File: config.mk
export PLATFORM = sky130hd
export DESIGN_NAME = lpc_comparer
export DESIGN_NICKNAME = d
export VERILOG_FILES = /design/src/rtl/lpc_pkg.sv /design/src/rtl/lpc_comparer.sv
export SDC_FILE = /design/constraint.sdc
export NUM_CORES = 1
export LEC_CHECK = 0
export ABC_CLOCK_PERIOD_IN_PS = 9500
export BUFFER_PORTS_ARGS = -buffer_cell sky130_fd_sc_hd__buf_2
export CORE_MARGIN = 2
export CORE_UTILIZATION = 36
export CTS_CLUSTER_DIAMETER = 150
export DETAILED_ROUTE_END_ITERATION = 8
export MAX_ROUTING_LAYER = met4
export PLACE_DENSITY = 0.59
export SYNTH_ARGS = -nofsm -noshare
export SYNTH_HDL_FRONTEND = slang
export SYNTH_SLANG_ARGS = --single-unit
export TNS_END_PERCENT = 100
File: constraint.sdc
create_clock -name i_clk_sys -period 9.5 [get_ports i_clk_sys]
set_input_delay 2.85 -clock i_clk_sys [delete_from_list [all_inputs] [get_ports i_clk_sys]]
set_output_delay 2.85 -clock i_clk_sys [all_outputs]
set_load 0.02 [all_outputs]
File: src/rtl/lpc_pkg.sv
// constants and types for the line phase comparison logic
`default_nettype none
package lpc_pkg;
  // clock rate and the microsecond enable tick
  localparam int unsigned CLK_MHZ     = 100;
  localparam int unsigned TICK_NS     = 1000;
  localparam int unsigned TICK_CYCLES = TICK_NS * CLK_MHZ / 1000;
  // trip extension after pickup
  localparam int unsigned EXT_MS      = 18;
  localparam int unsigned EXT_US      = EXT_MS * 1000;
  // default integrator pickup, the stability angle setting
  localparam int unsigned PICKUP_MS   = 3;
  localparam int unsigned PICKUP_US   = PICKUP_MS * 1000;

  localparam int unsigned DIV_W  = 16;
  localparam int unsigned CNT_W  = 16;
  localparam int unsigned N_REM  = 2;

  // register byte offsets
  localparam logic [7:0] ADDR_CTRL   = 8'h00;
  localparam logic [7:0] ADDR_PICKUP = 8'h04;
  localparam logic [7:0] ADDR_THRESH = 8'h08;
  localparam logic [7:0] ADDR_STATUS = 8'h0c;

  // control word, bit 0 is enable
  typedef struct packed {
    logic three_term;
    logic neg_cmp;
    logic invert;
    logic form_b;
    logic block;
    logic onoff;
    logic enable;
  } lpc_ctrl_s;

  // status word, bit 0 is trip
  typedef struct packed {
    logic [N_REM-1:0] rx_lo;
    logic [N_REM-1:0] rx_hi;
    logic             fault_detector_high_set;
    logic             coincide;
    logic             local_neg;
    logic             local_pos;
    logic             tx_key;
    logic             trip;
  } lpc_status_s;

  localparam int unsigned CTRL_W     = $bits(lpc_ctrl_s);
  localparam lpc_ctrl_s   CTRL_RST   = '0;
  localparam logic [15:0] PICKUP_RST = 16'h0bb8;
  localparam logic [15:0] THRESH_RST = 16'h0040;
endpackage : lpc_pkg
`default_nettype wire

File: src/rtl/lpc_comparer.sv
// single-phase comparison trip logic with register port
//
// Implementation choices: the address map and the plain strobed port.
`timescale 1ns/1ps
`default_nettype none
module lpc_comparer
  import lpc_pkg::*;
#(
  parameter int unsigned P_TICK_CYCLES = TICK_CYCLES,
  parameter int unsigned P_EXT_US      = EXT_US
)(
  input  wire logic                i_clk_sys,
  input  wire logic                i_rst,
  input  wire logic [7:0]          i_addr,
  input  wire logic [31:0]         i_wdata,
  input  wire logic                i_wr,
  input  wire logic                i_rd,
  output var  logic [31:0]         o_rdata,
  input  wire logic signed [15:0]  i_cur_a,
  input  wire logic signed [15:0]  i_cur_b,
  input  wire logic signed [15:0]  i_cur_c,
  input  wire logic                i_fdh,
  input  wire logic                i_fdl,
  input  wire logic [N_REM-1:0]    i_rx_hi,
  input  wire logic [N_REM-1:0]    i_rx_lo,
  output var  logic                o_tx_key,
  output var  logic                o_trip
);

  function automatic logic hit(input logic [7:0] a, input logic [7:0] off);
    return a == off;
  endfunction : hit

  lpc_ctrl_s          ctrl;
  lpc_status_s        status;
  logic [15:0]        pickup_us;
  logic [15:0]        thresh;
  logic [N_REM-1:0]   rx_hi_m;
  logic [N_REM-1:0]   rx_hi_s;
  logic [N_REM-1:0]   rx_lo_m;
  logic [N_REM-1:0]   rx_lo_s;
  logic [DIV_W-1:0]   div_cnt;
  logic               tick;
  logic signed [17:0] mixed;
  logic signed [17:0] thr_s;
  logic               local_pos;
  logic               local_neg;
  logic               local_half;
  logic [N_REM-1:0]   mark;
  logic [N_REM-1:0]   space;
  logic [N_REM-1:0]   present;
  logic [N_REM-1:0]   gate_ok;
  logic               coincide;
  logic [CNT_W-1:0]   integ_cnt;
  logic [CNT_W-1:0]   ext_cnt;
  logic               pickup_hit;

  // channel receivers are asynchronous to us
  always_ff @(posedge i_clk_sys or posedge i_rst)
  begin
    if (i_rst)
    begin
      rx_hi_m <= '0;
      rx_hi_s <= '0;
      rx_lo_m <= '0;
      rx_lo_s <= '0;
    end
    else
    begin
      rx_hi_m <= i_rx_hi;
      rx_hi_s <= rx_hi_m;
      rx_lo_m <= i_rx_lo;
      rx_lo_s <= rx_lo_m;
    end
  end

  // register writes
  always_ff @(posedge i_clk_sys or posedge i_rst)
  begin
    if (i_rst)
    begin
      ctrl      <= CTRL_RST;
      pickup_us <= PICKUP_RST;
      thresh    <= THRESH_RST;
    end
    else if (i_wr)
    begin
      if (hit(i_addr, ADDR_CTRL))
        ctrl <= lpc_ctrl_s'(i_wdata[CTRL_W-1:0]);
      if (hit(i_addr, ADDR_PICKUP))
        pickup_us <= i_wdata[15:0];
      if (hit(i_addr, ADDR_THRESH))
        thresh <= i_wdata[15:0];
    end
  end

  // read data stand one cycle only, unmapped reads give zero
  always_ff @(posedge i_clk_sys or posedge i_rst)
  begin
    if (i_rst)
      o_rdata <= '0;
    else if (i_rd && hit(i_addr, ADDR_CTRL))
      o_rdata <= 32'(ctrl);
    else if (i_rd && hit(i_addr, ADDR_PICKUP))
      o_rdata <= 32'(pickup_us);
    else if (i_rd && hit(i_addr, ADDR_THRESH))
      o_rdata <= 32'(thresh);
    else if (i_rd && hit(i_addr, ADDR_STATUS))
      o_rdata <= 32'(status);
    else
      o_rdata <= '0;
  end

  // microsecond enable
  always_ff @(posedge i_clk_sys or posedge i_rst)
  begin
    if (i_rst)
    begin
      div_cnt <= '0;
      tick    <= 1'b0;
    end
    else if (div_cnt == DIV_W'(P_TICK_CYCLES - 1))
    begin
      div_cnt <= '0;
      tick    <= 1'b1;
    end
    else
    begin
      div_cnt <= div_cnt + 1'b1;
      tick    <= 1'b0;
    end
  end

  // mixing network, 2a - b - c keeps balanced faults visible
  always_ff @(posedge i_clk_sys or posedge i_rst)
  begin
    if (i_rst)
      mixed <= '0;
    else
      mixed <= (18'(i_cur_a) <<< 1) - 18'(i_cur_b) - 18'(i_cur_c);
  end

  assign thr_s = $signed({2'b00, thresh});

  // polarity squarer; the dead band means "no current" near zero
  always_ff @(posedge i_clk_sys or posedge i_rst)
  begin
    if (i_rst)
    begin
      local_pos <= 1'b0;
      local_neg <= 1'b0;
    end
    else
    begin
      local_pos <= mixed > thr_s;
      local_neg <= mixed < -thr_s;
    end
  end

  // choose which local half cycle is compared
  assign local_half = ctrl.neg_cmp ? local_neg : local_pos;

  for (genvar r = 0; r < N_REM; r++)
  begin : g_rem
    logic hi_sig;
    logic lo_sig;
    assign hi_sig = rx_hi_s[r];
    assign lo_sig = ctrl.onoff ? ~rx_hi_s[r] : rx_lo_s[r];
    // symbol meaning is independent of channel form
    assign mark[r]    = ctrl.invert ? lo_sig : hi_sig;
    assign space[r]   = ctrl.invert ? hi_sig : lo_sig;
    assign present[r] = hi_sig;
    // second remote counts only on three-terminal lines
    // blocking form needs no received signal
    // alternative form uses absence of the opposite symbol
    // antiphase remote never satisfies the unblocked gates
    assign gate_ok[r] = (r != 0 && !ctrl.three_term) ? 1'b1 :
                        ctrl.block  ? ~present[r] :
                        ctrl.form_b ? (ctrl.neg_cmp ? ~mark[r] : ~space[r]) :
                        (ctrl.neg_cmp ? space[r] : mark[r]);
  end

  // comparer armed only by the high-set detector
  // coincidence of local half with every remote gate
  assign coincide = ctrl.enable & i_fdh & local_half & (&gate_ok);

  // pickup count in microseconds sets the stability angle
  assign pickup_hit = coincide && (integ_cnt >= pickup_us);

  // integrator restarts on any break in coincidence
  always_ff @(posedge i_clk_sys or posedge i_rst)
  begin
    if (i_rst)
      integ_cnt <= '0;
    else if (!coincide)
      integ_cnt <= '0;
    else if (tick && integ_cnt != '1)
      integ_cnt <= integ_cnt + 1'b1;
  end

  // trip extension, retriggered at each pickup
  always_ff @(posedge i_clk_sys or posedge i_rst)
  begin
    if (i_rst)
      ext_cnt <= '0;
    else if (pickup_hit)
      ext_cnt <= CNT_W'(P_EXT_US);
    else if (tick && ext_cnt != '0)
      ext_cnt <= ext_cnt - 1'b1;
  end

  always_ff @(posedge i_clk_sys or posedge i_rst)
  begin
    if (i_rst)
      o_trip <= 1'b0;
    else
      o_trip <= pickup_hit | (ext_cnt != '0);
  end

  // transmitter keying
  always_ff @(posedge i_clk_sys or posedge i_rst)
  begin
    if (i_rst)
      o_tx_key <= 1'b0;
    // blocking carrier from low-set, cut in local half
    else if (ctrl.block)
      o_tx_key <= ctrl.enable & i_fdl & ~local_half;
    // first state on positive, second on negative
    else
      o_tx_key <= ctrl.enable & (ctrl.invert ? local_neg : local_pos);
  end

  assign status.rx_lo     = rx_lo_s;
  assign status.rx_hi     = rx_hi_s;
  assign status.fault_detector_high_set       = i_fdh;
  assign status.coincide  = coincide;
  assign status.local_neg = local_neg;
  assign status.local_pos = local_pos;
  assign status.tx_key    = o_tx_key;
  assign status.trip      = o_trip;
endmodule : lpc_comparer
`default_nettype wire

Word-level counts from Yosys, hierarchy flattened
Cells that the tools add are included.
Widths: inputs -> output; s select.
{"block": "classes", "n_addsub": 6, "n_lt_le_gt_ge": 3, "eq_ne": 6, "muxes": 28, "bitwise_logic": 14, "reduce_logical": 14}
{"op": "$mux 16", "n": 8}
{"op": "$add 16x1->16 const B", "n": 2}
{"op": "$mux 1", "n": 19}
{"op": "$gt 18x17->1", "n": 1}
{"op": "$lt 18x18->1", "n": 1}
{"op": "$neg 16->18", "n": 1}
{"op": "$sub 17x16->18", "n": 1}
{"op": "$sub 18x16->18", "n": 1}
{"op": "$eq 16x7->1 const B", "n": 1}
{"op": "$eq 8x4->1 const B", "n": 2}
{"op": "$ge 16x16->1", "n": 1}
{"op": "$ne 16x16->1 const B", "n": 1}
{"op": "$reduce_bool 16->1", "n": 1}
{"op": "$sub 16x1->16 const B", "n": 1}
{"op": "$mux 10", "n": 1}
{"op": "$eq 8x3->1 const B", "n": 1}
{"op": "$logic_not 8->1", "n": 1}
{"op": "$reduce_and 2->1", "n": 4}
{"op": "$logic_and 1x1->1", "n": 7}
{"op": "$not 1->1", "n": 7}
{"op": "$and 1x1->1", "n": 6}
{"op": "$ne 2x1->1 const B", "n": 1}
{"op": "$reduce_bool 2->1", "n": 1}
{"op": "$or 1x1->1", "n": 1}
{"block": "totals", "reg_bits": 150, "inputBits": 98, "out_inout_bits": 34, "elab_cells": 94}

Depth between registers and ports, before layout
{"block": "logic_depth", "depth_word": 14, "ltp_mapped": 11, "ltp_nobuf": 11}

Least setup slack after synthesis
No wires, ideal clock.
{"block": "synth_timing", "kind": "input-to-reg", "start": "in i_cur_b[3]", "end": "reg mixed[14]", "setup_time_ns": 0.123, "arrival_time_ns": 4.653, "required_ns": 9.377, "slack_ns": 4.724, "cell_stages": 9, "n_path_buf": 0, "cell_sequence": "inv_1 > fa_1 > ha_1 > o211ai_1 > a21oi_1 > o2111ai_1 > a211o_1 > nor2b_1 > xnor2_1"}
{"block": "synth_between", "elab_chain_cells": 2}
{"element": "start: declaration", "line": "lpc_comparer.sv:20", "text": "input wire logic signed [15:0] i_cur_b,"}
{"element": "$sub 17x16->18", "line": "lpc_comparer.sv:140", "text": "mixed <= (18'(i_cur_a) <<< 1) - 18'(i_cur_b) - 18'(i_cur_c);"}
{"element": "$sub 18x16->18", "line": "lpc_comparer.sv:140"}
{"element": "end signal: assignment", "line": "lpc_comparer.sv:140"}
{"element": "end: declaration", "line": "lpc_comparer.sv:44", "text": "logic signed [17:0] mixed;"}
Every way passes these cells.
A chain may end at the register's enable or synchronous reset.

Worst setup path after layout
{"block": "layout_timing", "start": "in i_cur_a[2]", "end": "reg mixed[16]"}
{"block": "layout_between", "elab_chain_cells": 2}
{"element": "start: declaration", "line": "lpc_comparer.sv:19", "text": "input wire logic signed [15:0] i_cur_a,"}
{"element": "$sub 17x16->18", "line": "lpc_comparer.sv:140"}
{"element": "$sub 18x16->18", "line": "lpc_comparer.sv:140"}
Every way passes these cells.

==> Implementation_results.wiki <==
{| class="wikitable"
! Metric !! Value
|-
| Post-synthesis sequential area ratio || 0.407
|-
| Maximum fanout encountered on the critical timing path || 5
|-
| Gp weighted congestion || 0.846
|-
| Placement Rows || 55
|-
| Type of destination of the critical path || flop
|-
| Clock tree from TritonCTS || yes
|-
| End of the worst register-to-register path || local_neg$_DFF_PP0_
|-
| Headroom to the max-slew limit || 0.219
|-
| Tightest Pin Transition || about 1200 ps
|-
| Die Span X || ~160 um
|-
| Post-route clock period utilization || 0.493
|-
| Arr. time, crit path || 5030 ps
|-
| Total Negative Setup Slacks || 0 ps
|-
| GR Overflow Total || 0
|-
| Post-synthesis instance area || 8260 um^2
|-
| Latest clock arrival within the worst-skew pair || 420 ps
|-
| Fraction of synthesized cell area taken by the top area cell type || 0.382
|-
| Peak clock frequency supported by timing || 0.214 GHz
|-
| Number of cells on the worst reg-to-reg path || 11
|-
| Per-cell routed wire length || ~14 um
|-
| Area after DPL || 9010 um^2
|-
| Gate Count Post-Synth || 821
|-
| Filler instances || about 2200
|-
| Final routed wirelength across all metal layers || approximately 18000 um
|-
| Register-to-register path setup slack || approximately 6700 ps
|-
| Synthesis-to-finish area growth || 16.7%
|-
| Number of clock buffers inserted by TritonCTS || 17
|-
| Path type of the worst min-delay path || reg -> reg
|-
| Pin count of the biggest net entering global routing || 77
|-
| Biggest area consumer among synthesized cells || sky130_fd_sc_hd__dfrtp_1
|-
| CTS root buf || sky130_fd_sc_hd__clkbuf_16
|-
| Share of post-route cells with drive strength above 1 || 0.199
|-
| Crit start category || primary input
|-
| Outcome || finished clean
|-
| Initial antenna violation count || 0
|-
| Largest buffer count on any clock path || 2
|-
| Number of setup buffers added after CTS || 0
|-
| Synthesized area divided by synthesized cell count || just over 10 um^2
|-
| Effective utilization at floorplan || 0.366
|-
| Endpoint of the most critical setup path || mixed[16]$_DFF_PP0_
|-
| DR vias || just over 6000
|-
| Number of cells upsized or downsized after cts || 0
|-
| Power Density || approximately 180 nW/um^2
|-
| Yosys synthesis warning count || 0
|-
| Critical Path RT || roughly 9900 ps
|-
| Die Outline Area || 24200 um^2
|-
| Share of synthesized registers carrying an async set or reset || 1.00
|-
| Count of pins on the block boundary || ~130
|-
| Antenna diodes || 0
|-
| Total number of nets in the final design || roughly 1100
|-
| Instance count along the most critical hold path || 0
|-
| Synthesis-stage register bit count || 134
|-
| Distinct cells, synth || 74
|-
| Primary FF master, synth || sky130_fd_sc_hd__dfrtp_1
|-
| Main area contributors after synthesis || sky130_fd_sc_hd__dfrtp_1 38%, sky130_fd_sc_hd__ha_1 11%, sky130_fd_sc_hd__xnor2_1 4.0%
|-
| Number of buffers inserted by port buffering || about 100
|-
| Time the worst path needs with I/O delays and setup || ~4700 ps
|-
| Setup repair after global routing missed its margin || no
|-
| Category of the most critical setup path || in -> reg
|-
| Maximum ir drop on the vdd rail || roughly 140 uV
|-
| Avg Vias per Cell || ~5
|-
| Final Max Slew Viols || 0
|-
| Final number of hold-violating endpoints || 0
|-
| Setup crit start || i_cur_a[2]
|-
| Vias in the first global route || 6024
|-
| CTS H-tree depth || 4
|-
| Detailed-placement wirelength estimate || about 13000 um
|-
| Initial DRC count || 341
|-
| Summed area of non-filler cells in the final layout || roughly 9600 um^2
|-
| # DRC || 0
|-
| Number of buffers added to fix hold violations after cts || 0
|-
| Worst Clk Skew || between 6 and 7 ps
|-
| Residual antenna-violating net count after detailed routing || 0
|-
| Clock transition at the registers of the reported paths || about 60 ps
|-
| Die height || 156 um
|-
| Area inside the core boundary || about 23000 um^2
|-
| Number of iterations in the first detailed-routing pass || 5
|-
| Total leakage power || 4.49 nW
|-
| MaxCap Viol Count || 0
|-
| Reg2reg start || thresh[2]$_DFFE_PP0P_
|-
| Global-route usage over all layers || 0.159
|-
| Wire length of the first global-routing pass || roughly 30000 um
|-
| Post-synth EDFFs || 0
|-
| TritonCTS Sinks || ~130
|-
| Setup-failing EPs final || 0
|}
final cells by class:
type / instances / area, um^2 / area share
clock buffer: 18 / 429 / 0.0445
timing repair buffer: 102 / 518 / 0.0537
multi-input combinational: 590 / 4460 / 0.463
tap: 285 / 357 / 0.0370
clock inverter: 14 / 200 / 0.0208
inverter: 83 / 314 / 0.0326
sequential: 134 / 3360 / 0.349
state kept, by name, indices dropped and copies added, names as in the netlist, 7 cells and up:
| signal | count |
|---|---|
| thresh | 16 |
| integ_cnt | 16 |
| ext_cnt | 16 |
| pickup_us | 16 |
| div_cnt | 16 |
| o_rdata | 16 |
| ctrl | 7 |
| mixed | 18 |
worst max-delay path, cell delays in order:
cell and delay [ps]:
sky130_fd_sc_hd__buf_2 110, sky130_fd_sc_hd__fa_1 470, sky130_fd_sc_hd__ha_1 390, sky130_fd_sc_hd__o211ai_1 120
sky130_fd_sc_hd__a21oi_1 210, sky130_fd_sc_hd__o2111ai_1 230, sky130_fd_sc_hd__a211o_1 320, sky130_fd_sc_hd__a21oi_1 180
sky130_fd_sc_hd__xor2_1 150
cells in the final DEF (no fill, tap or decap), types with 7 or more instances in the layout:
master                      instances
sky130_fd_sc_hd__a21o_1            10
sky130_fd_sc_hd__ha_1              73
sky130_fd_sc_hd__nor2b_1           12
sky130_fd_sc_hd__and4_1             7
sky130_fd_sc_hd__conb_1            16
sky130_fd_sc_hd__nor3_1            14
sky130_fd_sc_hd__a21oi_1           32
sky130_fd_sc_hd__nand3_1           25
sky130_fd_sc_hd__dfstp_2            8
sky130_fd_sc_hd__fa_1              16
sky130_fd_sc_hd__a22oi_1            8
sky130_fd_sc_hd__mux2_2            22
sky130_fd_sc_hd__nand4_1           17
sky130_fd_sc_hd__xnor2_1           38
sky130_fd_sc_hd__inv_1             82
sky130_fd_sc_hd__nand2_1           59
sky130_fd_sc_hd__nand2b_1          10
sky130_fd_sc_hd__dfrtp_1          126
sky130_fd_sc_hd__buf_2             99
sky130_fd_sc_hd__xor2_1            32
sky130_fd_sc_hd__clkbuf_16         17
sky130_fd_sc_hd__o21ai_0           33
sky130_fd_sc_hd__nor2_1            62
sky130_fd_sc_hd__nor4_1            10
sky130_fd_sc_hd__and3_1             9
metrics by stage:
| stage | worst slack, ps | hold WS, ps | cells | utilization | power, mW |
|---|---|---|---|---|---|
| 6_report | 4820 | 353 | 1226 | 0.427 | 1.73 |
| 4_1_cts | 4840 | 354 | 1226 | 0.427 | 1.75 |
| 3_5_place_dp | 4400 | 340 | 1194 | 0.399 | 1.05 |
| 5_1_grt | 4670 | 365 | 1226 | 0.427 | 1.84 |
| 2_1_floorplan | 3080 | 331 | 836 | - | 0.948 |
| 3_3_place_gp | 4380 | 337 | 1194 | 0.399 | 1.04 |
how the worst min path moves through the flow:
stage,slack (ps),startpoint,endpoint
CTS,350,rx_hi_m[1]$_DFF_PP0_,present[1]$_DFF_PP0_
finish,350,rx_hi_m[1]$_DFF_PP0_,present[1]$_DFF_PP0_
global placement,340,rx_hi_m[1]$_DFF_PP0_,present[1]$_DFF_PP0_
detailed placement,340,rx_hi_m[1]$_DFF_PP0_,present[1]$_DFF_PP0_
floorplan,330,rx_hi_m[0]$_DFF_PP0_,present[0]$_DFF_PP0_
global route,360,rx_lo_m[0]$_DFF_PP0_,rx_lo_s[0]$_DFF_PP0_
kinds of logic after synthesis:
family | count (synthesis) | share of synthesized area
DFF | 134 | 0.407
AOI/OAI and AO/OA | 130 | 0.108
adders and majority gates | 89 | 0.149
muxes | 25 | 0.0336
and+or+nand+nor | 260 | 0.168
xor gates and xnor gates | 70 | 0.0742
other | 1 | 0.000454
buffers and inverters | 112 | 0.0601
layer usage:
layer / routed length [um] / GRT usage
met1: 8590 / 0.211
met2: 8040 / 0.250
met3: 704 / 0.0309
met4: 194 / 0.0419
met5: 0 / -
synthesized netlist by cell type (4+ instances only):
cell / instances
sky130_fd_sc_hd__a211o_1: 4
sky130_fd_sc_hd__a21o_1: 10
sky130_fd_sc_hd__a21oi_1: 32
sky130_fd_sc_hd__a222oi_1: 6
sky130_fd_sc_hd__a22o_1: 6
sky130_fd_sc_hd__a22oi_1: 8
sky130_fd_sc_hd__and3_1: 9
sky130_fd_sc_hd__and4_1: 7
sky130_fd_sc_hd__buf_2: 4
sky130_fd_sc_hd__buf_4: 17
sky130_fd_sc_hd__clkbuf_1: 6
sky130_fd_sc_hd__dfrtp_1: 126
sky130_fd_sc_hd__dfstp_2: 8
sky130_fd_sc_hd__fa_1: 16
sky130_fd_sc_hd__ha_1: 73
sky130_fd_sc_hd__inv_1: 83
sky130_fd_sc_hd__mux2_2: 22
sky130_fd_sc_hd__nand2_1: 59
sky130_fd_sc_hd__nand2b_1: 10
sky130_fd_sc_hd__nand3_1: 25
sky130_fd_sc_hd__nand4_1: 17
sky130_fd_sc_hd__nor2_1: 63
sky130_fd_sc_hd__nor2b_1: 12
sky130_fd_sc_hd__nor3_1: 14
sky130_fd_sc_hd__nor4_1: 10
sky130_fd_sc_hd__o21a_1: 4
sky130_fd_sc_hd__o21ai_0: 33
sky130_fd_sc_hd__or3_1: 5
sky130_fd_sc_hd__xnor2_1: 38
sky130_fd_sc_hd__xor2_1: 32
report_power, final:
part | internal (mW) | total [mW] | switching (mW)
registers | 0.629 | 0.681 | 0.0525
clock network | 0.441 | 0.699 | 0.257
logic | 0.162 | 0.350 | 0.188
total | 1.23 | 1.73 | 0.498
No activity file was read; power rests on OpenSTA's default activity.
